## config.mk

```make
export PLATFORM = sky130hd
export DESIGN_NAME = rrs_top
export DESIGN_NICKNAME = d
export VERILOG_FILES = /design/src/shared/rrs_pkg.sv /design/src/shared/rrs_if.sv /design/src/rrs_rail_seq.sv /design/src/rrs_top.sv
export VERILOG_INCLUDE_DIRS = /design/src /design/src/shared
export SDC_FILE = /design/constraint.sdc
export NUM_CORES = 1
export LEC_CHECK = 0
export ABC_CLOCK_PERIOD_IN_PS = 2700
export BUFFER_PORTS_ARGS = -buffer_cell sky130_fd_sc_hd__buf_2
export CORE_MARGIN = 2
export CORE_UTILIZATION = 51
export CTS_CLUSTER_DIAMETER = 100
export DETAILED_ROUTE_END_ITERATION = 10
export PLACE_DENSITY_LB_ADDON = 0.1
export SETUP_SLACK_MARGIN = 0.4
export SLEW_MARGIN = 20
export SYNTH_ARGS = -nofsm -noshare
export SYNTH_HDL_FRONTEND = slang
export SYNTH_SLANG_ARGS = --single-unit
```

## constraint.sdc

```tcl
create_clock -name clk_i -period 2.7 [get_ports clk_i]
set_clock_uncertainty 0.1 [all_clocks]
set_input_delay 0.27 -clock clk_i [delete_from_list [all_inputs] [get_ports clk_i]]
set_output_delay 0.27 -clock clk_i [all_outputs]
set_load 0.01 [all_outputs]
```

## src/shared/rrs_defs.svh

```systemverilog
// Register map, field positions, reset value and timing counts
`ifndef RRS_DEFS_SVH
`define RRS_DEFS_SVH

// ----------------------------------------------------------------
// Register offsets
// ----------------------------------------------------------------
`define RRS_ADDR_RAMP12 8'h47
`define RRS_ADDR_RAMP34 8'h48
`define RRS_ADDR_RAMP5L 8'h49
`define RRS_ADDR_DLY1   8'h4A
`define RRS_ADDR_DLY2   8'h4B
`define RRS_ADDR_DLY3   8'h4C
`define RRS_ADDR_DLY4   8'h4D

// ----------------------------------------------------------------
// Field positions and reset value
// ----------------------------------------------------------------
`define RRS_F_HI_MSB  7
`define RRS_F_HI_LSB  5
`define RRS_F_MID_MSB 4
`define RRS_F_MID_LSB 2
`define RRS_F_LIN_MSB 4
`define RRS_F_LIN_LSB 3
`define RRS_F_DLY_MSB 6
`define RRS_REG_RST   8'h00
`define RRS_RD_NONE   8'h00

// ----------------------------------------------------------------
// Timing: all durations are whole half milliseconds
// ----------------------------------------------------------------
`define RRS_CLK_NS      10
`define RRS_HALF_MS_NS  500000
`define RRS_HALF_MS_CYC (`RRS_HALF_MS_NS / `RRS_CLK_NS)

`endif

```

## src/shared/rrs_pkg.sv

```systemverilog
// Types and ramp table decode for the rail ramp sequencer
`default_nettype none
package rrs_pkg;

  typedef enum logic [1:0] {
    RRS_IDLE,
    RRS_WAIT,
    RRS_RAMP,
    RRS_UP
  } rrs_state_e;

  typedef logic [2:0] rrs_code_t;
  typedef logic [7:0] rrs_ticks_t;

  // Ramp code to half-millisecond ticks: 0.5,1,1.5,2,4,6,8,10 ms
  function automatic rrs_ticks_t rrs_ramp_ticks(input rrs_code_t c);
    case (c)
      3'h0:    rrs_ramp_ticks = 8'h01;
      3'h1:    rrs_ramp_ticks = 8'h02;
      3'h2:    rrs_ramp_ticks = 8'h03;
      3'h3:    rrs_ramp_ticks = 8'h04;
      3'h4:    rrs_ramp_ticks = 8'h08;
      3'h5:    rrs_ramp_ticks = 8'h0C;
      3'h6:    rrs_ramp_ticks = 8'h10;
      default: rrs_ramp_ticks = 8'h14;
    endcase
  endfunction

endpackage
`default_nettype wire

```

## src/shared/rrs_if.sv

```systemverilog
// Control link between the top and one rail sequencer
`timescale 1ns/1ps
`default_nettype none
interface rrs_if;
  logic       tick;
  logic       start;
  logic       pg;
  logic [6:0] delay;
  logic [2:0] code;
  logic       en;
  logic       busy;
  logic       done;

  modport ctl (output tick, start, pg, delay, code,
               input  en, busy, done);
  modport seq (input  tick, start, pg, delay, code,
               output en, busy, done);
endinterface
`default_nettype wire

```

## src/rrs_rail_seq.sv

```systemverilog
// Per-rail start wait and soft-start ramp sequencer
`timescale 1ns/1ps
`default_nettype none
`include "rrs_defs.svh"
module rrs_rail_seq
  import rrs_pkg::*;
(
  // Clock and reset
  input  wire logic clk_i,
  input  wire logic rst_i,
  // Control link
  rrs_if.seq        ctl
);

  rrs_state_e st_r;
  rrs_state_e st_nxt;
  rrs_ticks_t cnt_r;
  rrs_ticks_t cnt_nxt;
  rrs_ticks_t dly_r;
  rrs_ticks_t rlen_r;
  logic       en_r;
  logic       busy_r;
  logic       done_r;

  // ----------------------------------------------------------------
  // Sequence
  // ----------------------------------------------------------------
  always_comb begin
    st_nxt  = st_r;
    cnt_nxt = cnt_r;
    case (st_r)
      RRS_IDLE: begin
        if (ctl.start) begin
          st_nxt  = RRS_WAIT;
          cnt_nxt = 8'h00;
        end
      end
      RRS_WAIT: begin
        if (cnt_r == dly_r) begin // RULE_07 RULE_08
          st_nxt  = RRS_RAMP;
          cnt_nxt = 8'h00;
        end else if (ctl.tick) begin
          cnt_nxt = cnt_r + 8'h01;
        end
      end
      RRS_RAMP: begin
        if (cnt_r == rlen_r) begin // RULE_09
          st_nxt = RRS_UP;
        end else if (ctl.tick) begin
          cnt_nxt = cnt_r + 8'h01;
        end
      end
      default: begin
      end
    endcase
    // Losing power good aborts the sequence from any state
    if (!ctl.pg) begin
      st_nxt  = RRS_IDLE;
      cnt_nxt = 8'h00;
    end
  end

  always_ff @(posedge clk_i) begin
    if (rst_i) begin
      st_r  <= RRS_IDLE;
      cnt_r <= 8'h00;
    end else begin
      st_r  <= st_nxt;
      cnt_r <= cnt_nxt;
    end
  end

  // Delay is latched at start and the ramp code at ramp start, so a later write cannot stretch either
  always_ff @(posedge clk_i) begin
    if (rst_i) begin
      dly_r  <= 8'h00;
      rlen_r <= 8'h01;
    end else begin
      if (st_r == RRS_IDLE && ctl.start) begin
        dly_r <= {ctl.delay, 1'b0}; // RULE_08
      end
      if (st_r == RRS_WAIT && st_nxt == RRS_RAMP) begin
        rlen_r <= rrs_ramp_ticks(ctl.code); // RULE_09
      end
    end
  end

  always_ff @(posedge clk_i) begin
    if (rst_i) begin
      en_r   <= 1'b0;
      busy_r <= 1'b0;
      done_r <= 1'b0;
    end else begin
      en_r   <= (st_nxt == RRS_RAMP) || (st_nxt == RRS_UP);
      busy_r <= (st_nxt == RRS_RAMP);
      done_r <= (st_nxt == RRS_UP);
    end
  end

  assign ctl.en   = en_r;
  assign ctl.busy = busy_r;
  assign ctl.done = done_r;

  // ----------------------------------------------------------------
  // Checks
  // ----------------------------------------------------------------
  a_zero_delay: assert property (@(posedge clk_i) disable iff (rst_i) // RULE_08
    st_r == RRS_WAIT && dly_r == 8'h00 && ctl.pg |=> st_r == RRS_RAMP)
    else $error("zero delay did not start ramp");

  a_wait_hold: assert property (@(posedge clk_i) disable iff (rst_i) // RULE_07
    st_r == RRS_WAIT && cnt_r != dly_r && ctl.pg |=> st_r == RRS_WAIT)
    else $error("wait left before delay expired");

  a_ramp_end: assert property (@(posedge clk_i) disable iff (rst_i) // RULE_09
    st_r == RRS_RAMP && cnt_r == rlen_r && ctl.pg |=> done_r && !busy_r)
    else $error("ramp did not finish on length");

  a_pg_abort: assert property (@(posedge clk_i) disable iff (rst_i)
    !ctl.pg |=> st_r == RRS_IDLE && !en_r)
    else $error("rail stayed on without power good");

endmodule
`default_nettype wire

```

## src/rrs_top.sv

```systemverilog
// Rail ramp time and start delay configuration with sequencing
//
// What this block does
// [RULE_01] Rail one ramp time is code bits 7:5 of 0x47, 0.5 to 10 ms.
// [RULE_02] Rail two ramp time is code bits 4:2 of 0x47, same table.
// [RULE_03] Rail three ramp time is code bits 7:5 of 0x48, same table.
// [RULE_04] Rail four ramp time is code bits 4:2 of 0x48, same table.
// [RULE_05] Rail five ramp time is code bits 7:5 of 0x49, same table.
// [RULE_06] Linear regulator ramp is bits 4:3 of 0x49: 100/200/500us,1ms.
// [RULE_07] Rails one to four hold a 7-bit start wait at 0x4A to 0x4D.
// [RULE_08] Each start wait counts whole milliseconds from 0 to 127.
// [RULE_09] When a wait expires the rail ramps for its selected time.
// [RULE_10] Reserved bits store and read back with no effect on timing.
`timescale 1ns/1ps
`default_nettype none
`include "rrs_defs.svh"
module rrs_top
  import rrs_pkg::*;
#(
  parameter int HALF_MS_CYC = `RRS_HALF_MS_CYC
) (
  // Clock and reset
  input  wire logic       clk_i,
  input  wire logic       rst_i,
  // Register port
  input  wire logic [7:0] reg_addr_i,
  input  wire logic [7:0] reg_wdata_i,
  input  wire logic       reg_we_i,
  input  wire logic       reg_re_i,
  output logic      [7:0] reg_rdata_o,
  output logic            reg_rvalid_o,
  // System power good pin
  input  wire logic       pg_i,
  // Ramp selections to the regulators
  output logic      [2:0] ramp_duration_rail_one_o,
  output logic      [2:0] ramp_duration_rail_two_o,
  output logic      [2:0] ramp_duration_rail_three_o,
  output logic      [2:0] ramp_duration_rail_four_o,
  output logic      [2:0] ramp_duration_rail_five_o,
  output logic      [1:0] ramp_duration_linear_reg_o,
  // Rail sequence status, bit 0 is rail one
  output logic      [3:0] rail_en_o,
  output logic      [3:0] rail_ramping_o,
  output logic      [3:0] rail_up_o
);

  // ----------------------------------------------------------------
  // Registers
  // ----------------------------------------------------------------
  logic [7:0] ramp_time_rails_one_two_r;
  logic [7:0] ramp_time_rails_three_four_r;
  logic [7:0] ramp_time_rail_five_linear_r;
  logic [7:0] start_delay_r [4];
  logic [7:0] rdata_nxt;

  // Whole bytes are kept, reserved bits included
  always_ff @(posedge clk_i) begin
    if (rst_i) begin
      ramp_time_rails_one_two_r    <= `RRS_REG_RST;
      ramp_time_rails_three_four_r <= `RRS_REG_RST;
      ramp_time_rail_five_linear_r <= `RRS_REG_RST;
      for (int i = 0; i < 4; i++) begin
        start_delay_r[i] <= `RRS_REG_RST;
      end
    end else if (reg_we_i) begin
      if (reg_addr_i == `RRS_ADDR_RAMP12) begin
        ramp_time_rails_one_two_r <= reg_wdata_i; // RULE_01 RULE_02 RULE_10
      end else if (reg_addr_i == `RRS_ADDR_RAMP34) begin
        ramp_time_rails_three_four_r <= reg_wdata_i; // RULE_03 RULE_04
      end else if (reg_addr_i == `RRS_ADDR_RAMP5L) begin
        ramp_time_rail_five_linear_r <= reg_wdata_i; // RULE_05 RULE_06
      end else if (reg_addr_i == `RRS_ADDR_DLY1) begin
        start_delay_r[0] <= reg_wdata_i; // RULE_07
      end else if (reg_addr_i == `RRS_ADDR_DLY2) begin
        start_delay_r[1] <= reg_wdata_i; // RULE_07
      end else if (reg_addr_i == `RRS_ADDR_DLY3) begin
        start_delay_r[2] <= reg_wdata_i; // RULE_07
      end else if (reg_addr_i == `RRS_ADDR_DLY4) begin
        start_delay_r[3] <= reg_wdata_i; // RULE_07
      end
    end
  end

  // ----------------------------------------------------------------
  // Read back
  // ----------------------------------------------------------------
  always_comb begin
    if (reg_addr_i == `RRS_ADDR_RAMP12) begin
      rdata_nxt = ramp_time_rails_one_two_r; // RULE_10
    end else if (reg_addr_i == `RRS_ADDR_RAMP34) begin
      rdata_nxt = ramp_time_rails_three_four_r;
    end else if (reg_addr_i == `RRS_ADDR_RAMP5L) begin
      rdata_nxt = ramp_time_rail_five_linear_r;
    end else if (reg_addr_i == `RRS_ADDR_DLY1) begin
      rdata_nxt = start_delay_r[0];
    end else if (reg_addr_i == `RRS_ADDR_DLY2) begin
      rdata_nxt = start_delay_r[1];
    end else if (reg_addr_i == `RRS_ADDR_DLY3) begin
      rdata_nxt = start_delay_r[2];
    end else if (reg_addr_i == `RRS_ADDR_DLY4) begin
      rdata_nxt = start_delay_r[3];
    end else begin
      rdata_nxt = `RRS_RD_NONE;
    end
  end

  always_ff @(posedge clk_i) begin
    if (rst_i) begin
      reg_rdata_o  <= `RRS_RD_NONE;
      reg_rvalid_o <= 1'b0;
    end else begin
      reg_rvalid_o <= reg_re_i;
      if (reg_re_i) begin
        reg_rdata_o <= rdata_nxt;
      end
    end
  end

  // ----------------------------------------------------------------
  // Ramp selections out
  // ----------------------------------------------------------------
  always_ff @(posedge clk_i) begin
    if (rst_i) begin
      ramp_duration_rail_one_o   <= 3'h0;
      ramp_duration_rail_two_o   <= 3'h0;
      ramp_duration_rail_three_o <= 3'h0;
      ramp_duration_rail_four_o  <= 3'h0;
      ramp_duration_rail_five_o  <= 3'h0;
      ramp_duration_linear_reg_o <= 2'h0;
    end else begin
      ramp_duration_rail_one_o <=
        ramp_time_rails_one_two_r[`RRS_F_HI_MSB:`RRS_F_HI_LSB]; // RULE_01
      ramp_duration_rail_two_o <=
        ramp_time_rails_one_two_r[`RRS_F_MID_MSB:`RRS_F_MID_LSB]; // RULE_02
      ramp_duration_rail_three_o <=
        ramp_time_rails_three_four_r[`RRS_F_HI_MSB:`RRS_F_HI_LSB]; // RULE_03
      ramp_duration_rail_four_o <=
        ramp_time_rails_three_four_r[`RRS_F_MID_MSB:`RRS_F_MID_LSB]; // RULE_04
      ramp_duration_rail_five_o <=
        ramp_time_rail_five_linear_r[`RRS_F_HI_MSB:`RRS_F_HI_LSB]; // RULE_05
      ramp_duration_linear_reg_o <=
        ramp_time_rail_five_linear_r[`RRS_F_LIN_MSB:`RRS_F_LIN_LSB]; // RULE_06
    end
  end

  // ----------------------------------------------------------------
  // Power good sync and half-millisecond tick
  // ----------------------------------------------------------------
  logic        pg_s1_r;
  logic        pg_s2_r;
  logic        pg_d_r;
  logic        start_w;
  logic [15:0] div_r;
  logic        tick_r;

  always_ff @(posedge clk_i) begin
    if (rst_i) begin
      pg_s1_r <= 1'b0;
      pg_s2_r <= 1'b0;
      pg_d_r  <= 1'b0;
    end else begin
      pg_s1_r <= pg_i;
      pg_s2_r <= pg_s1_r;
      pg_d_r  <= pg_s2_r;
    end
  end

  assign start_w = pg_s2_r && !pg_d_r;

  // Divider restarts on power good so every wait is exact in ticks
  always_ff @(posedge clk_i) begin
    if (rst_i || start_w) begin
      div_r  <= 16'h0000;
      tick_r <= 1'b0;
    end else if (div_r == 16'(HALF_MS_CYC - 1)) begin
      div_r  <= 16'h0000;
      tick_r <= 1'b1; // RULE_08
    end else begin
      div_r  <= div_r + 16'h0001;
      tick_r <= 1'b0;
    end
  end

  // ----------------------------------------------------------------
  // Rail sequencers
  // ----------------------------------------------------------------
  logic [2:0] rail_code [4];

  assign rail_code[0] =
    ramp_time_rails_one_two_r[`RRS_F_HI_MSB:`RRS_F_HI_LSB];
  assign rail_code[1] =
    ramp_time_rails_one_two_r[`RRS_F_MID_MSB:`RRS_F_MID_LSB];
  assign rail_code[2] =
    ramp_time_rails_three_four_r[`RRS_F_HI_MSB:`RRS_F_HI_LSB];
  assign rail_code[3] =
    ramp_time_rails_three_four_r[`RRS_F_MID_MSB:`RRS_F_MID_LSB];

  for (genvar g = 0; g < 4; g++) begin : g_rail
    rrs_if rif ();
    assign rif.tick  = tick_r;
    assign rif.start = start_w;
    assign rif.pg    = pg_s2_r;
    // Bit 7 is reserved and never reaches the counter
    assign rif.delay = start_delay_r[g][`RRS_F_DLY_MSB:0]; // RULE_07 RULE_10
    assign rif.code  = rail_code[g]; // RULE_09
    assign rail_en_o[g]      = rif.en;
    assign rail_ramping_o[g] = rif.busy;
    assign rail_up_o[g]      = rif.done;

    rrs_rail_seq u_seq (
      .clk_i (clk_i),
      .rst_i (rst_i),
      .ctl   (rif.seq)
    );
  end

  // ----------------------------------------------------------------
  // Checks
  // ----------------------------------------------------------------
  a_wr_ramp_low: assert property (@(posedge clk_i) disable iff (rst_i) // RULE_01
    reg_we_i && reg_addr_i == `RRS_ADDR_RAMP12 |=> ##1
    ramp_duration_rail_one_o == $past(reg_wdata_i[7:5], 2) &&
    ramp_duration_rail_two_o == $past(reg_wdata_i[4:2], 2))
    else $error("rail one or two ramp code wrong");

  a_wr_ramp_mid: assert property (@(posedge clk_i) disable iff (rst_i) // RULE_03
    reg_we_i && reg_addr_i == `RRS_ADDR_RAMP34 |=> ##1
    ramp_duration_rail_three_o == $past(reg_wdata_i[7:5], 2) &&
    ramp_duration_rail_four_o == $past(reg_wdata_i[4:2], 2))
    else $error("rail three or four ramp code wrong");

  a_wr_ramp_lin: assert property (@(posedge clk_i) disable iff (rst_i) // RULE_06
    reg_we_i && reg_addr_i == `RRS_ADDR_RAMP5L |=> ##1
    ramp_duration_rail_five_o == $past(reg_wdata_i[7:5], 2) &&
    ramp_duration_linear_reg_o == $past(reg_wdata_i[4:3], 2))
    else $error("rail five or linear ramp code wrong");

  // One idle cycle between write and read, as the host leaves it
  a_read_back: assert property (@(posedge clk_i) disable iff (rst_i) // RULE_10
    reg_we_i && reg_addr_i == `RRS_ADDR_DLY1 ##1 !reg_we_i ##1
    reg_re_i && !reg_we_i && reg_addr_i == `RRS_ADDR_DLY1 |=>
    reg_rvalid_o && reg_rdata_o == $past(reg_wdata_i, 3))
    else $error("start delay read back mismatch");

  a_unmapped_zero: assert property (@(posedge clk_i) disable iff (rst_i)
    reg_re_i && (reg_addr_i < `RRS_ADDR_RAMP12 ||
    reg_addr_i > `RRS_ADDR_DLY4) |=> reg_rdata_o == `RRS_RD_NONE)
    else $error("unmapped read not zero");

  a_tick_gap: assert property (@(posedge clk_i) disable iff (rst_i) // RULE_08
    tick_r |=> !tick_r)
    else $error("tick wider than one cycle");

endmodule
`default_nettype wire

```

==> results.md, run 1 <==
Setup path:
- The data required time at the worst endpoint is 3.04 ns.
- In this run the critical register-to-register path is captured at g_rail[0].u_seq.rlen_r[1].
- The worst setup path is captured at a flop.
- The startpoint identified for the worst register-to-register timing path is g_rail[0].u_seq.cnt_r[3].
- The kind of start point of the critical path is a flop.
- At the worst endpoint, the arrival time is 2.62 ns.
- The class of the most critical setup path is flop to flop.
- The internal reg-to-reg setup slack is 0.41 ns.
- For the worst flop-to-flop path, the logic depth is 6.
- The maximum net fanout on the critical path is 9.

Pwr:
- The static power due to leakage is 0.00433 uW.
- Dividing total power by cell area gives a power density of 591 nW/um2.
- The worst-case IR drop observed on VDD is 0.476 mV.

Global routing:
- Across every metal layer, demand over resource in global routing totals 0.236.
- The pin count of the biggest net entering global routing is 60.
- The first-pass GRT wire length is 37700 um.
- The number of global-route vias before repair is 7258.
- The leftover overflow at the end of global routing is 0.
- The initial antenna violation count is 0.

Clock network:
- In this run the deepest clock path goes through 3 buffers.
- The clock reaches the later pin of the worst-skew pair after 0.51 ns.
- The clock transition at the register clock pins on the worst setup and hold paths after CTS is 0.06 ns.
- CTS placed an instance of sky130_fd_sc_hd__clkbuf_16 at the clock tree root.
- The CTS tree is built.
- The clock net in this run drives a total of 202 sinks.
- The number of H-tree branching levels is 1.
- Buffers inserted during clock tree synthesis total 23.

Synth:
- The most used flip-flop cell after synthesis is sky130_fd_sc_hd__dfxtp_1.
- The proportion of synthesized chip area in sequential cells is 0.461.
- The post-synthesis average cell area is 9.12 um2.
- Counting every instance in the synthesized netlist gives 1037.
- The Yosys step of the flow raised 0 warnings.
- Yosys attributes the largest share of cell area to sky130_fd_sc_hd__dfxtp_1 (36%), sky130_fd_sc_hd__edfxtp_1 (10%), sky130_fd_sc_hd__xor2_1 (5.2%), sky130_fd_sc_hd__a21oi_1 (3.9%), sky130_fd_sc_hd__nor2_1 (3.8%).
- The number of register bits inferred by synthesis is 202.
- Counting every net in the synthesized netlist gives 1079.
- The netlist uses 71 different library cells.
- Of the post-synthesis cell area, the dominant cell type holds 0.360.
- The share of flip-flops with an asynchronous set or reset after synthesis is 0.
- Yosys mapped a number of flops with a built-in enable equal to 32.
- The summed instance area of the synthesized netlist is 9460 um2.
- The library cell occupying the most area in the post-synthesis netlist is sky130_fd_sc_hd__dfxtp_1.

Floorplanning:
- The initial core utilization is 0.523.
- From bottom edge to top edge, the die measures 140 um.
- The row count is 49.
- The core area is 18100 um2.
- The number of primary I/O pins is 59.
- The die extent in x is 140 um.
- The die covers 19700 um2.

STA:
- The time the final worst path needs with I/O delays and setup is 2.29 ns.
- The final count of pins violating max slew is 0.
- Setup total negative slack on the finished layout was measured at 0 ns.
- Setup repair after global routing could not meet its margin everywhere.
- At the pin with the least slew margin, the transition time is 0.781 ns.
- The number of hold violations in the final report is 0.
- The worst pin sits at a relative slew slack of 0.476.
- The share of the clock period used by the worst path is 0.847.
- The maximum frequency from static timing analysis is 0.437 GHz.
- The minimum hold slack is 0.0165 ns.
- Setup violations remaining at the end of the flow were counted as 0.

Drt:
- After detailed routing, the number of vias per cell comes to 5.73.
- For this run, design rule violations remaining after detail routing come to 0.
- The first detailed-routing pass ran for 5 iterations.
- The violation count after the first detailed-route iteration is 479.
- Summing over every cut layer, the via total after detailed routing is 7801.
- After detailed routing, the average wire length per cell comes to 17.6 um.
- The aggregate routed wire length is 23900 um.
- The detail route stage leaves a number of antenna-violating nets equal to 0.

Cells and area:
- The final cell count without fillers is 1361.
- The final net count is 1157.
- In the layout the commonest cells are sky130_fd_sc_hd__dfxtp_1 (152), sky130_fd_sc_hd__nor2_1 (97), sky130_fd_sc_hd__nand2_1 (86).
- The number of antenna diodes in the final layout is 0.
- Relative to the synthesized area, the layout overhead comes to 19.9%.
- The library cell used most frequently in the layout, excluding fill and tap cells, is sky130_fd_sc_hd__dfxtp_1.
- The fraction of layout cells with a size suffix above 1 is 0.193.

Outcome:
- The flow ran to the end, and the final reports show no timing, DRC or antenna violations.

Min path:
- The class of the worst hold path is input pin to flop.
- The worst hold endpoint is ramp_time_rails_one_two_r[0].
- The critical hold path startpoint is reg_wdata_i[0].
- Counting instances, the worst hold path has a depth of 3.

Placement:
- The estimated wirelength of the detail-placed design is 16400 um.
- The number of buffer cells added on primary ports is 58.
- The final RePlAce weighted congestion is 0.945.
- Counting tap cells, the placed design contains a total of 1301 instances.

Run:
- Max-cap violations in this run came to 0.
## per-layer routing
| layer | GRT usage | wire length (um) | share of wire | vias to the layer above |
|---|---|---|---|---|
| li1 | - | - | - | 3823 |
| met1 | 0.330 | 11300 | 0.47 | 3735 |
| met2 | 0.382 | 11000 | 0.46 | 197 |
| met3 | 0.0304 | 1060 | 0.044 | 46 |
| met4 | 0.0755 | 606 | 0.025 | 0 |
| met5 | 0 | 0 | 0 | - |
## per-stage QoR
stage	worst slack (ns)	power [uW]	cell area, um2	util
2_1_floorplan	0.386	3370	9510	-
3_3_place_gp	0.255	3490	10100	0.557
3_5_place_dp	0.244	3490	10100	0.557
4_1_cts	0.329	6730	11000	0.608
5_1_grt	0.300	6910	11300	0.627
6_report	0.414	6700	11300	0.627
## cell usage after synthesis (all sizes together), types with 9 or more instances
master / count
nand4: 24
mux2i: 21
nand3: 68
o21ai: 45
xnor2: 35
nand2: 89
and3: 12
nor2: 97
or4: 9
and2: 44
nor3: 10
dfxtp: 170
inv: 25
a21oi: 73
xor2: 56
buf: 17
clkbuf: 40
edfxtp: 32
nor4: 11
nor2b: 28
ha: 21
## power breakdown
| part | leakage (uW) | total (uW) | switching, uW | internal [uW] |
|---|---|---|---|---|
| registers | 0.00169 | 3140 | 37.1 | 3100 |
| logic | 0.00226 | 315 | 202 | 113 |
| clock network | 0.000387 | 3240 | 1240 | 2010 |
| total | 0.00433 | 6700 | 1480 | 5220 |
## final cells by class
type / instances / area (um2)
Clock inverter: 12 / 166
Fill cell: 1553 / 6740
Timing Repair Buffer: 109 / 689
Clock buffer: 30 / 622
Multi-Input combinational cell: 753 / 5080
Tap cell: 229 / 287
Inverter: 26 / 108
Sequential cell: 202 / 4390
## how the worst max path moves through the flow
stage | startpoint | to | slack, ns | cells after the start
floorplan | g_rail[2].u_seq.st_r[0] | g_rail[2].u_seq.rlen_r[1] | 0.39 | 8
global placement | g_rail[2].u_seq.st_r[1] | g_rail[2].u_seq.rlen_r[1] | 0.26 | 8
detailed placement | g_rail[0].u_seq.st_r[0] | g_rail[0].u_seq.rlen_r[1] | 0.24 | 8
CTS | g_rail[2].u_seq.st_r[0] | g_rail[2].u_seq.rlen_r[1] | 0.33 | 7
global route | g_rail[0].u_seq.cnt_r[4] | g_rail[0].u_seq.rlen_r[1] | 0.30 | 6
finish | g_rail[0].u_seq.cnt_r[3] | g_rail[0].u_seq.rlen_r[1] | 0.41 | 6
## worst max-delay path: stages, from the launching register on
cell and delay [ns]:
sky130_fd_sc_hd__dfxtp_1 0.45, sky130_fd_sc_hd__xor2_1 0.11, sky130_fd_sc_hd__nor4_2 0.39, sky130_fd_sc_hd__a21boi_1 0.21, sky130_fd_sc_hd__o221a_4 0.30, sky130_fd_sc_hd__or4_1 0.51
sky130_fd_sc_hd__a21oi_1 0.14
## state kept, by name, summed over array words and instances, names as in the netlist, 2 cells and up
| signal | count |
|---|---|
| reg_rdata_o | 8 |
| g_rail.u_seq.cnt_r | 32 |
| ramp_time_rails_three_four_r | 8 |
| g_rail.u_seq.st_r | 8 |
| ramp_time_rails_one_two_r | 8 |
| ramp_duration_rail_five_o | 3 |
| div_r | 16 |
| start_delay_r | 32 |
| ramp_duration_rail_one_o | 3 |
| ramp_duration_linear_reg_o | 2 |
| g_rail.u_seq.ctl.en | 4 |
| g_rail.u_seq.dly_r | 28 |
| ramp_duration_rail_four_o | 3 |
| ramp_duration_rail_three_o | 3 |
| g_rail.u_seq.rlen_r | 20 |
| g_rail.u_seq.ctl.done | 4 |
| ramp_duration_rail_two_o | 3 |
| g_rail.u_seq.ctl.busy | 4 |
| ramp_time_rail_five_linear_r | 8 |
## repair_timing
| action | 4_1_cts | 5_1_grt |
|---|---|---|
| gates resized for setup | 22 | 52 |
| endpoints found under the hold margin | 11 | 0 |
| pin swaps | 4 | 25 |
| hold buffers | 4 | 0 |
| buffers inserted | 1 | 12 |
| endpoints found under the setup margin | 55 | 56 |
| cloned | 0 | 1 |
## logic make-up (layout without fill, tap and decap cells)
kind of cell    Yosys count  in the layout  share of synthesized area
compound gates          196            197                      0.133
xor+xnor                 91             91                     0.0843
fa+ha+maj                21             21                     0.0278
buf+inv                  83            177                     0.0389
flops                   202            202                      0.461
mux                      22             22                     0.0234
simple gates            422            422                      0.231
(Power assumes the default switching activity.)
==> run 2: changes to the inputs <==
ABC_CLOCK_PERIOD_IN_PS = 2300   (was 2700)
clock period = 2.3 ns   (was 2.7 ns; I/O delays follow)
==> results.md, run 2 (synthesis gave the netlist of run 1 again) <==
Placement:
- The final RePlAce weighted congestion is 0.920.
- Once placement completed, the tool counted placed cells totaling 1324.
- The placed standard-cell area is 10400 um2.
- The number of buffer cells added on primary ports is 58.
- Summed over all nets, the half-perimeter wirelength after detailed placement is 17000 um.

Global routing:
- The global routing usage on met2 is 0.399.
- The leftover overflow at the end of global routing is 0.
- Across every metal layer, demand over resource in global routing totals 0.252.
- Entering global routing, the biggest net connects 48 pins.
- The first-pass GRT wire length is 40400 um.
- The number of global-route vias before repair is 7710.
- The routing usage on met3 is 0.0438.
- The most used routing layer is met2.
- The met1 demand-to-capacity share in global routing is 0.354.
- The initial antenna violation count is 0.

Outcome:
- The flow ran to the end, and the final reports show no timing, DRC or antenna violations.

STA:
- At the pin with the least slew margin, the transition time is 0.882 ns.
- The final count of pins violating max slew came to 0.
- The number of hold violations in the final report is 0.
- Setup repair after global routing could not meet its margin everywhere.
- Derived from the worst setup path, the maximum achievable clock frequency is 0.450 GHz.
- The time the final worst path needs with I/O delays and setup is 2.22 ns.
- Setup violations remaining at the end of the flow were counted as 0.
- The share of the clock period used by the worst path is 0.966.
- The worst slew slack as a fraction of its limit is 0.407.
- For the final routed database, the setup TNS stands at 0 ns.

Cells and area:
- The sequential cell area in the final layout is 4440 um2.
- 0 antenna diodes ended up in the layout.
- The area growth from synthesis to final layout is 30.1%.
- Fill cells in the final layout number 1439.
- Leaving out fill and tap cells, the most frequent cell in the layout is sky130_fd_sc_hd__dfxtp_1.
- The post-layout instance area is 12300 um2.
- In the final layout, the share of cells above drive strength 1 is 0.300.
- The top cell types in the final layout, fill and taps aside, are sky130_fd_sc_hd__dfxtp_1 (136), sky130_fd_sc_hd__buf_4 (99), sky130_fd_sc_hd__nor2_1 (82).
- The combined area of the multi-input logic cells is 5470 um2.
- The final cell count without fillers is 1426.
- The net count of the finished layout is 1223.
- In the final layout, the registers with the most flip-flops are g_rail.u_seq.cnt_r (32), start_delay_r (32), g_rail.u_seq.dly_r (28).

Floorplanning:
- The die extent in x is 140 um.
- The floorplan has 49 rows.
- The vertical extent of the die is 140 um.
- For this design the top-level I/O count stands at 59.
- The initial core utilization is 0.523.
- The floorplan step defined a die boundary enclosing 19700 um2.
- The core region is 18100 um2.

Clock network:
- The later pin in the worst-skew pair is clocked with a latency of 0.51 ns.
- The number of clock sinks is 202.
- The number of clock buffers inserted by TritonCTS is 22.
- The largest buffer count on any clock path is 3.
- After clock tree synthesis, the clock-pin slew on the worst setup and hold paths is 0.06 ns.
- The number of H-tree branching levels is 1.
- CTS placed an instance of sky130_fd_sc_hd__clkbuf_16 at the clock tree root.
- TritonCTS built the clock tree.

Drt:
- For this block, the initial DRC count from the detailed router was 560.
- For this run, design rule violations remaining after detail routing come to 0.
- The remaining number of nets flagged by the antenna check after routing is 0.
- The count of vias placed by the detailed router is 8193.
- For this run, the detailed router's first-pass iteration total came to 4.
- In the final routed layout, each cell accounts on average for 18.0 um.
- In the routed layout, each cell is associated on average with a via count of 5.75.
- Summed over all layers, the routed wires come to 25700 um.

Setup path:
- In this run the number of cells on the critical path is 9.
- The class of the most critical setup path is flop to flop.
- The largest individual stage delay along the critical path comes from the cell sky130_fd_sc_hd__dfxtp_4.
- STA puts the critical path data required time at 2.63 ns.
- On the critical path the largest part of the delay comes from compound AO/OA/AOI/OAI gates.
- The worst setup path is captured at a flop.
- On the worst path, the slowest cell contributes a delay of 0.40 ns.
- The signal on the critical path passes through inv_8, ha_4, or3_4, o32ai_4, buf_4, buf_6, a221o_1, o2111ai_1, a21oi_1.
- The number of buffers and inverters on the critical path is 3.
- The number of cells on the worst reg-to-reg path is 9.
- Along the worst path, the maximum fanout reaches 3.
- The kind of start point of the critical path is a flop.
- The endpoint arrival time on the critical path is 2.55 ns.

Pwr:
- The worst-case IR drop observed on VDD is 0.580 mV.
- In this run the static leakage power is 0.00475 uW.
- The total power per unit cell area is 634 nW/um2.

Min path:
- The worst hold path passes through 3 cells.
- The class of the worst hold path is input pin to flop.

Run:
- The reported max-cap violation count is 0.
## run 2: where the power goes
group	internal (uW)	switching (uW)
logic	166	266
registers	3630	39.9
clock network	2260	1440
## run 2: metal layers
metal,share of wire,vias to the layer above
met1,0.46,3914
met3,0.054,53
li1,-,3975
met4,0.028,0
met2,0.46,251
met5,0,-
## run 2: path summary, 6_finish.rpt
path | from | end | slack (ns)
max | g_rail[1].u_seq.st_r[0] | g_rail[1].u_seq.rlen_r[2] | 0.08
max reg2reg | g_rail[1].u_seq.st_r[0] | g_rail[1].u_seq.rlen_r[2] | 0.08
min | reg_wdata_i[5] | ramp_time_rails_one_two_r[5] | 0.02
min reg2reg | ramp_time_rails_one_two_r[1] | ramp_time_rails_one_two_r[1] | 0.36
## run 2: repair_timing
| action | in CTS | in global routing |
|---|---|---|
| hold endpoints to repair | 12 | 0 |
| setup buffers | 34 | 15 |
| hold buffers | 10 | 0 |
| setup endpoints to repair | 90 | 99 |
| resized for setup | 67 | 95 |
| gates cloned | 2 | 1 |
| pin swaps | 87 | 50 |
## run 2: metrics by stage
stage / power [uW] / worst slack, ns / hold WS [ns] / utilization
2_1_floorplan: 3960 / 0.0663 / 0.258 / -
3_3_place_gp: 4110 / 0.108 / 0.341 / 0.577
3_5_place_dp: 4110 / 0.0272 / 0.344 / 0.577
4_1_cts: 7850 / 0.165 / 0.00579 / 0.655
5_1_grt: 8050 / 0.00761 / 0.0315 / 0.680
6_report: 7800 / 0.0775 / 0.0155 / 0.680
## run 2: cell type report
class	instances	area share
clock buffer	30	0.0513
sequential	202	0.361
clock inverter	10	0.0113
tap	229	0.0233
multi-input combinational	755	0.445
timing repair buffer	174	0.0991
inverter	26	0.00946
## run 2: worst min-delay path, stage by stage
cell	delay [ns]
sky130_fd_sc_hd__buf_2	0.18
sky130_fd_sc_hd__nand3_1	0.10
sky130_fd_sc_hd__a21oi_1	0.06
